--- src/inc/lfs_pkg.sv ---
// Package of constants for the LED channel fault supervisor.
// Operation
// Disable a channel after timeout when its pin is short_threshold above the lowest.
// Fault timeout lasts six dimming periods; direct dimming may stretch it.
// An open channel is disabled alone after timeout; others keep running.
// Channel reaching target current is healthy; healthy channel losing current is open.
// At output_overvoltage_limit every channel not healthy starts timeout and then switches off.
// Channels with grounded pins are excluded from start-up and never force overvoltage.
// Supply below lockout stops switching and resets; recovery restores default settings.
// Over-temperature stops boost and all channels, latched until enable or power cycles.
// Input overvoltage shuts down, latched until enable or power cycles, defaults restored.
// Enable low shuts the whole device down and ignores all activity.
// Start-up works when enable rises before the supply.
// Short timeout with three channels already off shuts down all channels.
// A short below short_threshold is not disabled and keeps driving current.
// Boost output or switch node grounded at start-up prevents switching.
// Timeout counter counts dimming periods while fault persists, clears when it goes away.
package lfs_pkg;
  localparam int unsigned LFS_NUM_CH = 4;
  localparam int unsigned LFS_TIMEOUT_PERIODS = 6;
  localparam int unsigned LFS_CNT_W = 3;
  localparam logic [LFS_CNT_W-1:0] LFS_TIMEOUT_CNT = 3'h6;
  localparam logic [LFS_CNT_W-1:0] LFS_CNT_RESET = 3'h0;
  localparam logic [3:0] LFS_MASK_RESET = 4'h0;
  localparam int unsigned LFS_SHUT_LIMIT = 3;
  localparam logic [2:0] LFS_SHUT_LIMIT_W = 3'h3;
endpackage

--- src/rtl/lfs_chan_timer.sv ---
// Per-channel fault timeout counter.
`timescale 1ns/1ns
module lfs_chan_timer
  import lfs_pkg::*;
(
  input wire logic clk, // System clock.
  input wire logic rst_b, // Asynchronous reset, active low.
  input wire logic ce, // Clock enable.
  input wire logic clear, // Synchronous clear (shutdown or restart).
  input wire logic fault, // Fault condition present this cycle.
  input wire logic period_tick, // One-cycle pulse at end of a dimming period.
  output logic expired // Timeout reached, level.
);
  logic [LFS_CNT_W-1:0] cnt_q;

  always_ff @(posedge clk or negedge rst_b) begin
    if (!rst_b) begin
      cnt_q <= LFS_CNT_RESET;
    end else if (ce) begin
      if (clear || !fault) begin
        cnt_q <= LFS_CNT_RESET;
      end else if (period_tick && cnt_q != LFS_TIMEOUT_CNT) begin
        cnt_q <= cnt_q + 3'h1;
      end
    end
  end

  assign expired = fault && (cnt_q == LFS_TIMEOUT_CNT);

  a_cnt_clears_on_ok: assert property (@(posedge clk) disable iff (!rst_b)
    (ce && !fault) |=> (cnt_q == LFS_CNT_RESET))
    else $error("timeout count did not clear when fault went away");

  a_expire_needs_tick: assert property (@(posedge clk) disable iff (!rst_b)
    (ce && fault && !clear && !period_tick && cnt_q != LFS_TIMEOUT_CNT)
    |=> (cnt_q != LFS_TIMEOUT_CNT))
    else $error("timeout advanced without a dimming period");
endmodule // lfs_chan_timer

--- src/rtl/lfs_supervisor.sv ---
// Fault supervisor for a four-channel LED string driver.
`timescale 1ns/1ns
module lfs_supervisor
  import lfs_pkg::*;
(
  input wire logic clk, // 25 MHz clock.
  input wire logic rst_b, // Asynchronous reset, active low.
  input wire logic ce, // Clock enable, freezes all state when low.
  input wire logic enable_in, // Enable pin, high to run.
  input wire logic supply_ok, // Supply above supply_lockout level.
  input wire logic vin_overvoltage, // Input supply above its limit.
  input wire logic over_temp, // Die over-temperature comparator.
  input wire logic output_overvoltage_limit, // Boost output at its limit.
  input wire logic output_shorted, // Boost output or switch node at ground.
  input wire logic period_tick, // Pulse at end of each dimming period.
  input wire logic [3:0] pin_grounded, // Channel pin tied to ground.
  input wire logic [3:0] short_protect, // Pin above lowest by short_threshold.
  input wire logic [3:0] at_target, // Channel current at target.
  output logic [3:0] ch_enable, // Channel current source enable.
  output logic [3:0] ch_healthy, // Channel marked good.
  output logic [3:0] ch_open, // Channel classed open circuit.
  output logic boost_enable, // Boost converter may switch.
  output logic [3:0] ch_fault_off, // Channel timed out and disabled.
  output logic latched_shutdown // Over-temperature or input overvoltage latched.
);
  // ------------------------------------------------------------
  // Run qualification.
  // ------------------------------------------------------------
  // A soft reset restarts all supervision except the latched shutdown; enable may rise before the supply.
  logic run;
  logic soft_clr;
  logic started_q;
  logic lock_q;
  logic all_off_q;
  logic [3:0] excl_q;
  logic [3:0] healthy_q;
  logic [3:0] off_q;
  logic [3:0] fault_c;
  logic [3:0] expired;

  assign soft_clr = !enable_in || !supply_ok;

  // ------------------------------------------------------------
  // Latched shutdown.
  // ------------------------------------------------------------
  // Enable low wins over a new event on the same edge, since the part is off then anyway.
  always_ff @(posedge clk or negedge rst_b) begin
    if (!rst_b) begin
      lock_q <= 1'b0;
    end else if (ce) begin
      if (!enable_in) begin
        lock_q <= 1'b0;
      end else if (over_temp || vin_overvoltage) begin
        lock_q <= 1'b1;
      end
    end
  end

  assign run = enable_in && supply_ok && !lock_q && !all_off_q;

  // ------------------------------------------------------------
  // Start-up capture.
  // ------------------------------------------------------------
  // Grounded pins are sampled once at start-up; a shorted output holds start-up off until it clears and is ignored after.
  always_ff @(posedge clk or negedge rst_b) begin
    if (!rst_b) begin
      started_q <= 1'b0;
      excl_q <= LFS_MASK_RESET;
    end else if (ce) begin
      if (soft_clr) begin
        started_q <= 1'b0;
        excl_q <= LFS_MASK_RESET;
      end else if (!started_q && !output_shorted) begin
        started_q <= 1'b1;
        excl_q <= pin_grounded;
      end
    end
  end

  // ------------------------------------------------------------
  // Health and fault classification.
  // ------------------------------------------------------------
  always_ff @(posedge clk or negedge rst_b) begin
    if (!rst_b) begin
      healthy_q <= LFS_MASK_RESET;
    end else if (ce) begin
      if (soft_clr || lock_q) begin
        healthy_q <= LFS_MASK_RESET;
      end else begin
        healthy_q <= healthy_q | (at_target & ~excl_q & ~off_q);
      end
    end
  end

  // Open: healthy lost target, or not yet healthy while output is at its limit.
  assign ch_open = (healthy_q & ~at_target) |
                   ({4{output_overvoltage_limit}} & ~healthy_q);
  // A short below short_threshold simply never raises short_protect.
  assign fault_c = (short_protect | ch_open) & ~excl_q & ~off_q & {4{started_q}};

  for (genvar i = 0; i < LFS_NUM_CH; i++) begin : g_tmr
    lfs_chan_timer lfs_chan_timer_i (
      .clk(clk),
      .rst_b(rst_b),
      .ce(ce),
      .clear(soft_clr || lock_q),
      .fault(fault_c[i]),
      .period_tick(period_tick),
      .expired(expired[i])
    );
  end

  // ------------------------------------------------------------
  // Channel disable and global short shutdown.
  // ------------------------------------------------------------
  function automatic logic [2:0] lfs_count(input logic [3:0] v);
    lfs_count = {2'b00, v[0]} + {2'b00, v[1]} + {2'b00, v[2]} + {2'b00, v[3]};
  endfunction

  always_ff @(posedge clk or negedge rst_b) begin
    if (!rst_b) begin
      off_q <= LFS_MASK_RESET;
      all_off_q <= 1'b0;
    end else if (ce) begin
      if (soft_clr) begin
        off_q <= LFS_MASK_RESET;
        all_off_q <= 1'b0;
      end else begin
        off_q <= off_q | expired;
        if (|(expired & short_protect) &&
            lfs_count(off_q | excl_q) >= LFS_SHUT_LIMIT_W) begin
          all_off_q <= 1'b1;
        end
      end
    end
  end

  assign ch_enable = {4{run && started_q}} & ~excl_q & ~off_q;
  assign boost_enable = run && started_q;
  assign ch_healthy = healthy_q;
  assign ch_fault_off = off_q;
  assign latched_shutdown = lock_q;

  // ------------------------------------------------------------
  // Checks.
  // ------------------------------------------------------------
  // Most checks look one edge ahead, so they judge state, not inputs that may move on that edge.
  a_off_after_timeout: assert property (@(posedge clk) disable iff (!rst_b)
    (ce && !soft_clr && expired[0]) |=> off_q[0])
    else $error("expired channel not disabled");

  a_otp_stops_all: assert property (@(posedge clk) disable iff (!rst_b)
    (ce && enable_in && over_temp) |=> (!boost_enable && ch_enable == 4'h0))
    else $error("over-temperature did not stop output");

  a_otp_latches: assert property (@(posedge clk) disable iff (!rst_b)
    (lock_q && enable_in) |=> lock_q)
    else $error("latched shutdown released without enable cycle");

  a_lock_sets: assert property (@(posedge clk) disable iff (!rst_b)
    (ce && enable_in && vin_overvoltage) |=> latched_shutdown)
    else $error("input overvoltage did not latch shutdown");

  a_enable_low_off: assert property (@(posedge clk) disable iff (!rst_b)
    !enable_in |-> (!boost_enable && ch_enable == 4'h0))
    else $error("outputs active while enable low");

  a_enable_clears: assert property (@(posedge clk) disable iff (!rst_b)
    (ce && !enable_in) |=> (!latched_shutdown && ch_fault_off == LFS_MASK_RESET))
    else $error("enable low did not clear latched state");

  a_lockout_off: assert property (@(posedge clk) disable iff (!rst_b)
    (ce && !supply_ok) |=> (!boost_enable && healthy_q == LFS_MASK_RESET))
    else $error("lockout did not reset");

  a_lockout_defaults: assert property (@(posedge clk) disable iff (!rst_b)
    (ce && !supply_ok)
    |=> (off_q == LFS_MASK_RESET && excl_q == LFS_MASK_RESET && !all_off_q))
    else $error("lockout left a setting away from its default");

  a_ground_excluded: assert property (@(posedge clk) disable iff (!rst_b)
    excl_q[1] |-> (!ch_enable[1] && !fault_c[1]))
    else $error("grounded channel was driven");

  a_short_no_start: assert property (@(posedge clk) disable iff (!rst_b)
    !started_q |-> !boost_enable)
    else $error("boost switched before start-up");

  a_start_blocked: assert property (@(posedge clk) disable iff (!rst_b)
    (ce && !started_q && output_shorted) |=> !started_q)
    else $error("start-up went ahead with the output shorted");

  a_healthy_mark: assert property (@(posedge clk) disable iff (!rst_b)
    (ce && !soft_clr && !lock_q && at_target[0] && !excl_q[0] && !off_q[0])
    |=> ch_healthy[0])
    else $error("channel at target not marked healthy");

  a_healthy_sticky: assert property (@(posedge clk) disable iff (!rst_b)
    (ce && !soft_clr && !lock_q && healthy_q[3]) |=> healthy_q[3])
    else $error("healthy mark lost while running");

  a_ovl_times_out: assert property (@(posedge clk) disable iff (!rst_b)
    (started_q && output_overvoltage_limit && !healthy_q[2] && !excl_q[2] && !off_q[2])
    |-> fault_c[2])
    else $error("channel not healthy did not time out at the output limit");

  a_off_holds: assert property (@(posedge clk) disable iff (!rst_b)
    (ce && !soft_clr && off_q[1]) |=> off_q[1])
    else $error("disabled channel came back without a restart");

  a_others_run: assert property (@(posedge clk) disable iff (!rst_b)
    (ce && !soft_clr && expired[1] && !short_protect[1] && !expired[0] && !off_q[0])
    |=> !off_q[0])
    else $error("open fault disturbed another channel");

  a_shut_all: assert property (@(posedge clk) disable iff (!rst_b)
    (ce && !soft_clr && |(expired & short_protect) &&
     $countones(off_q | excl_q) >= LFS_SHUT_LIMIT) |=> (ch_enable == 4'h0))
    else $error("channels still on after global short shutdown");

  a_freeze_holds: assert property (@(posedge clk) disable iff (!rst_b)
    !ce |=> ($stable(off_q) && $stable(lock_q) && $stable(healthy_q) && $stable(started_q)))
    else $error("state moved while clock enable was low");
endmodule // lfs_supervisor

--- config.mk ---
export PLATFORM = sky130hd
export DESIGN_NAME = lfs_supervisor
export DESIGN_NICKNAME = d
export VERILOG_FILES = /design/src/inc/lfs_pkg.sv /design/src/rtl/lfs_chan_timer.sv /design/src/rtl/lfs_supervisor.sv
export SDC_FILE = /design/constraint.sdc
export NUM_CORES = 1
export LEC_CHECK = 0
export BUFFER_PORTS_ARGS = -buffer_cell sky130_fd_sc_hd__buf_2
export CORE_ASPECT_RATIO = 1.5
export CORE_UTILIZATION = 40
export DETAILED_ROUTE_END_ITERATION = 10
export GPL_TIMING_DRIVEN = 0
export PLACE_DENSITY_LB_ADDON = 0.3
export SETUP_SLACK_MARGIN = 0.3
export SLEW_MARGIN = 20
export SYNTH_ARGS = -nofsm -noshare
export SYNTH_HDL_FRONTEND = slang
export SYNTH_SLANG_ARGS = --single-unit
--- constraint.sdc ---
create_clock -name clk -period 1.9 [get_ports clk]
set_clock_uncertainty 0.15 [all_clocks]
set_input_delay 0.095 -clock clk [delete_from_list [all_inputs] [get_ports clk]]
set_output_delay 0.095 -clock clk [all_outputs]
set_load 0.05 [all_outputs]
==> results of run 1 <==
[how the worst max path moves through the flow]
stage	from	endpoint	slack [ps]
2_1_floorplan	ch_fault_off[0]	all_off_q	-190
3_3_place_gp	excl_q[0]	all_off_q	-150
3_5_place_dp	excl_q[0]	all_off_q	-190
4_1_cts	excl_q[0]	all_off_q	-110
5_1_grt	excl_q[0]	all_off_q	-120
6_report	ch_fault_off[1]	all_off_q	-90
[metrics by stage]
stage | power, mW | instance area [µm²] | utilization, %
finish | 1.34 | 2370 | 63.3
global route | 1.41 | 2370 | 63.3
CTS | 1.30 | 2210 | 59.0
detailed placement | 0.928 | 1940 | 51.6
global placement | 0.924 | 1940 | 51.6
floorplan | 0.836 | 1690 | -
[logic make-up (layout without fill, tap and decap cells)]
kind of cell / count (synthesis) / in the layout / synth area share [%]
flops: 27 / 27 / 42.0
xor+xnor: 8 / 8 / 4.35
buf+inv: 15 / 81 / 3.81
fa+ha+maj: 11 / 11 / 9.01
simple gates: 66 / 66 / 21.1
compound gates: 46 / 46 / 19.8
[cell usage in the layout, fill, tap and decap left out, types with 2 or more instances in the layout]
| cell type | count |
|---|---|
| o21ai_0 | 3 |
| buf_8 | 3 |
| dfrtp_2 | 11 |
| o21a_1 | 5 |
| xor2_1 | 4 |
| nand2_1 | 15 |
| xnor2_1 | 4 |
| a21oi_2 | 3 |
| and2_1 | 2 |
| clkbuf_1 | 3 |
| a22o_1 | 3 |
| nor2b_2 | 5 |
| buf_2 | 30 |
| or2_4 | 3 |
| nor2_1 | 8 |
| nor3b_2 | 3 |
| a31oi_1 | 4 |
| o311ai_4 | 3 |
| nor4_1 | 4 |
| nor2b_1 | 3 |
| clkbuf_8 | 3 |
| dfrtp_1 | 16 |
| nor3_1 | 5 |
| dlygate4sd3_1 | 11 |
| ha_1 | 8 |
| inv_1 | 10 |
| o21ai_1 | 3 |
| buf_6 | 7 |
| a21oi_1 | 11 |
| a21o_1 | 4 |
| buf_4 | 13 |
| o31ai_1 | 3 |
| nor2_4 | 4 |
| nor3_4 | 3 |
| nand3_1 | 5 |
[cell type report]
cell class,instances,area share (%)
buffer,4,1.00
inverter,11,1.90
sequential,27,29.1
clock buffer,4,1.90
timing repair buffer,62,19.6
tap,43,2.27
multi-input combinational,131,44.3
[metal layers]
metal | track usage, % | up-vias
li1 | - | 744
met1 | 22.6 | 738
met2 | 41.5 | 37
met3 | 2.48 | 8
met4 | 9.47 | 0
met5 | 0 | -
[flip-flops by register name, summed over array words and instances (netlist names)]
| signal | flops |
|---|---|
| all_off_q | 1 |
| ch_fault_off | 4 |
| ch_healthy | 4 |
| excl_q | 4 |
| g_tmr.lfs_chan_timer_i.cnt_q | 12 |
| latched_shutdown | 1 |
| started_q | 1 |
[critical path, stage by stage, from the launching register on]
cell and delay [ps]:
dfrtp_2 450, nor2_4 60, fa_1 510, inv_1 50, ha_2 190, ha_4 260, a21oi_2 40, o31ai_1 180
[power breakdown]
part / internal, mW / total [mW] / switching [mW]
sequential: 0.600 / 0.625 / 0.0250
clock: 0.150 / 0.330 / 0.180
combinational: 0.154 / 0.380 / 0.226
total: 0.905 / 1.34 / 0.431
[what timing repair did]
| item | 4_1_cts | 5_1_grt |
|---|---|---|
| hold buffers | 11 | 0 |
| buffers inserted | 5 | 8 |
| gates resized for setup | 24 | 28 |
| gates cloned | 0 | 0 |
| endpoints found under the hold margin | 36 | 0 |
| pin swaps | 7 | 8 |
| endpoints found under the setup margin | 7 | 17 |
==> metrics.yaml, run 1 <==
outcome: "finished with violations"
violations: "setup timing"
grt_pass1_wl_mm: 6.76
grt_use_total_pct: 21.9
dieArea_mm2: 0.00429
ios: 40
reg2reg_from: "ch_fault_off[1]"
rsz0062_at_grt: "yes"
yosys.area.top_type_share_pct: 42.0
die_h_um: 79.7
dr.pass1.iters: 4
synth_ff_type: "dfrtp_1"
fmax_mhz: 503
fin_crit_ps: 1990
grt_max_degree: 28
die_width_um: 53.8
multiInputGateArea_mm2: 0.00105
first_iter_violations: 29
powerDensity_mw_per_mm2: 563
synth_edf_count: 0
synthDistinctLibCells: 32
gp_congestion: 0.769
reg2reg_depth: 7
hp-class: "in -> reg"
routed.top_layer: "met4"
ir_drop_mv: 0.331
dpl_worst_slack_ps: -190
cts_buffer_depth: 2
cts-root-buf: "clkbuf_8"
cts.sinks: 27
drv_cap: 0
htreeDepth: 1
min_path_cells: 3
syn_area_per_cell_um2: 9.31
initial_core_util_pct: 42.9
cts_made_buffers: 3
yosysSeqAreaShare_pct: 42.0
regArea_um2: 689
routedLengthMet1_mm: 1.66
ys_ff_latch: 27
finalMaxSlewViolations: 0
grt_antenna_before_repair: 0
worstPathRequired_ps: 1930
grt_pass1_vias: 1550
synth_cells: 173
drive_above_1_share_pct: 41.8
min_from: "over_temp"
port_buffers: 38
tns_ps: -88.3
routed-wl-met3_um: 142
core_area_mm2: 0.00375
dpl.hpwl_mm: 2.99
whs_ps: 8.34
tightest_slew_ps: 623
reg2reg_to: "all_off_q"
critical_path_class: "reg -> reg"
clk_latency_ps: 270
totalWireLength_mm: 4.32
via_per_inst: 5.41
placed_cells: 254
period_share_pct: 105
path_clk_slew_ps: 90
wire_per_inst_um: 15.3
r2r_slack_ps: -90
hold_viol_final: 0
final.setup.worst_slack_ps: -88.3
arrival_ps: 2020
cp_max_fo: 5
rows: 27
synth_warnings: 0
area_growth_pct: 47.3
vias: 1527
ys_top_cells_by_count: "dfrtp_1 (27), nand2_1 (15), a21oi_1 (14), nor2_1 (13), inv_1 (11)"
antenna_cells: 0
syn_area_mm2: 0.00161
route.met2.wl_mm: 2.47
global_route.overflow_total: 0
cts_tree: "done"
p_leak_nw: 1.08
cp-end-kind: "register"
drc_errors: 0
num-fill-cells: 306
ant_nets: 0
yosysTopAreaCell: "dfrtp_1"
synthArstFlopShare_pct: 100
synth_nets: 206
relSlewSlack_pct: 58.4
final_nets: 273
setup_viol: 1
critPathLaunchType: "register"
instances_no_fill: 282
synth_most_common_cell: "dfrtp_1"
min_to: "latched_shutdown"
synth.area.top_cells: "dfrtp_1 (42%), ha_1 (7.8%), a21oi_1 (4.4%)"
No activity file was read; power rests on OpenSTA's default activity.
==> inputs of run 2 (changes only) <==
--- a/config.mk
+++ b/config.mk
@@ -6,7 +6,7 @@
 export NUM_CORES = 1
 export LEC_CHECK = 0
 export BUFFER_PORTS_ARGS = -buffer_cell sky130_fd_sc_hd__buf_2
-export CORE_ASPECT_RATIO = 1.5
+export CORE_ASPECT_RATIO = 1.75
 export CORE_UTILIZATION = 40
 export DETAILED_ROUTE_END_ITERATION = 10
 export GPL_TIMING_DRIVEN = 0
==> metrics.yaml, run 2 (synthesis results as in run 1) <==
grt_use_total_pct: 21.6  # -0.31 points
die_h_um: 85.9  # +7.8%
cts_made_buffers: 3  # unchanged
dr.pass1.iters: 4  # unchanged
core_area_mm2: 0.00387  # +3.1%
cts_tree: "done"
dieArea_mm2: 0.00429  # +0.11%
port_buffers: 38  # unchanged
drc_errors: 0  # unchanged
wire_per_inst_um: 14.9  # -2.7%
critPathLaunchType: "register"
via_per_inst: 5.32  # -1.7%
rows: 30  # +11%
reg2reg_to: "all_off_q"
totalWireLength_mm: 4.28  # -1.0%
rsz0062_at_grt: "yes"
antenna_cells: 0  # unchanged
area_growth_pct: 46.2
grt_antenna_before_repair: 0  # unchanged
grt_pass1_wl_mm: 6.98  # +3.1%
drive_above_1_share_pct: 40.2  # -1.7 points
worstPathRequired_ps: 1940  # about the same
layout_common_cells: "buf_2 (30), dfrtp_1 (16), nand2_1 (15)"
powerDensity_mw_per_mm2: 563  # about the same
clk_latency_ps: 280  # about the same
largest-register: "g_tmr.lfs_chan_timer_i.cnt_q"
hp-class: "in -> reg"
fmax_mhz: 513  # +1.9%
cts_buffer_depth: 2  # unchanged
ir_drop_mv: 0.435  # +31%
ant_nets: 0  # unchanged
global_route.overflow_total: 0  # unchanged
hold_viol_final: 0  # unchanged
critical_path_class: "reg -> reg"
final.setup.worst_slack_ps: -50.6  # +37.7 ps
critPathLaunch: "excl_q[0]"
reg2reg_from: "excl_q[0]"
setup.worst_path.end: "all_off_q"
finalMaxSlewViolations: 0  # unchanged
largest_reg_flops: 12  # unchanged
outcome: "finished with violations"
tightest_slew_ps: 629  # +5.22 ps
reg2reg_depth: 7  # unchanged
fin_crit_ps: 1950  # -37.7 ps
arrival_ps: 1990  # -30 ps
period_share_pct: 103  # -2.0 points
cts-root-buf: "clkbuf_8"
gp_congestion: 0.806  # +4.9%
cp_max_fo: 4  # -1
htreeDepth: 1  # unchanged
r2r_slack_ps: -50  # +40 ps
relSlewSlack_pct: 58.1  # -0.35 points
cts.sinks: 27  # unchanged
initial_core_util_pct: 41.7  # -1.3 points
path_clk_slew_ps: 90  # about the same
ios: 40  # unchanged
tns_ps: -50.6  # +37.7 ps
grt_pass1_vias: 1513  # -2.4%
layout_commonest_cell: "buf_2"
vias: 1527  # unchanged
cp-end-kind: "register"
die_width_um: 50.0  # -7.1%
p_leak_nw: 1.07  # -0.46%
dpl.hpwl_mm: 2.98  # -0.38%
grt_max_degree: 28  # unchanged
num-fill-cells: 336  # +9.8%
fin_total_pwr_mw: 1.32  # -0.81%
final_nets: 273  # unchanged
violations: "setup timing"
first_iter_violations: 26  # -10%
drv_cap: 0  # unchanged
setup_viol: 1  # unchanged
==> run 2: changes by cell type in the layout (fill, tap and decap cells not counted), sizes merged <==
cell         previous run  this run
dlygate4sd3            11        12
buf                    53        52
==> run 2: final cells by class <==
type / instances / area (µm²) / share of cell area (%)
multi-input combinational: 131 / 1030 / 43.6
sequential: 27 / 689 / 29.3
timing repair buffer: 62 / 464 / 19.7
tap: 48 / 60.1 / 2.55
clock buffer: 4 / 45.0 / 1.91
inverter: 11 / 45.0 / 1.91
buffer: 4 / 23.8 / 1.01
==> run 2: power breakdown <==
| group | leakage (nW) | switching, mW | internal [mW] |
|---|---|---|---|
| Combinational | 0.703 | 0.221 | 0.148 |
| Sequential | 0.350 | 0.0242 | 0.600 |
| Clock | 0.0228 | 0.181 | 0.150 |
| Total | 1.07 | 0.426 | 0.898 |
==> run 2: critical path, cell delays in order (launching register included) <==
cell and delay, ps:
dfrtp_2 430, nor2_4 70, fa_1 530, inv_1 40
ha_2 180, ha_4 260, a21oi_2 40, o31ai_2 160
==> run 2: what timing repair did <==
item / CTS / global route
gates cloned: 0 / 0
setup endpoints to repair: 7 / 16
hold buffers: 12 / 0
setup buffers: 7 / 5
pin swaps: 4 / 5
hold endpoints to repair: 36 / 0
resized for setup: 24 / 21
==> run 2: metrics by stage <==
step	instances	hold WS [ps]	instance area [µm²]	worst slack (ps)	util, %
finish	287	31.4	2350	-50.6	60.9
global route	287	54.2	2350	-122	60.9
CTS	282	21.1	2260	-62.4	58.4
detailed placement	259	-0.338	1940	-155	50.2
global placement	259	0.979	1940	-161	50.2
floorplan	173	-351	1690	-186	-
==> run 2: routing by layer <==
metal | up-vias | GRT usage, % | share of wire [%]
met5 | - | 0 | 0
met4 | 0 | 9.87 | 2.6
met3 | 10 | 2.30 | 1.9
met2 | 30 | 40.4 | 56
met1 | 745 | 23.7 | 39
li1 | 742 | - | -
==> run 2: worst min-delay path by stage <==
stage / start / to / slack, ps / depth (start not counted)
6_report: supply_ok / started_q / 30 / 3
5_1_grt: supply_ok / all_off_q / 50 / 3
4_1_cts: supply_ok / started_q / 20 / 3
3_5_place_dp: rst_b / excl_q[1] / -0.3 / 1
3_3_place_gp: rst_b / excl_q[1] / 1 / 1
2_1_floorplan: rst_b / all_off_q / -350 / 0
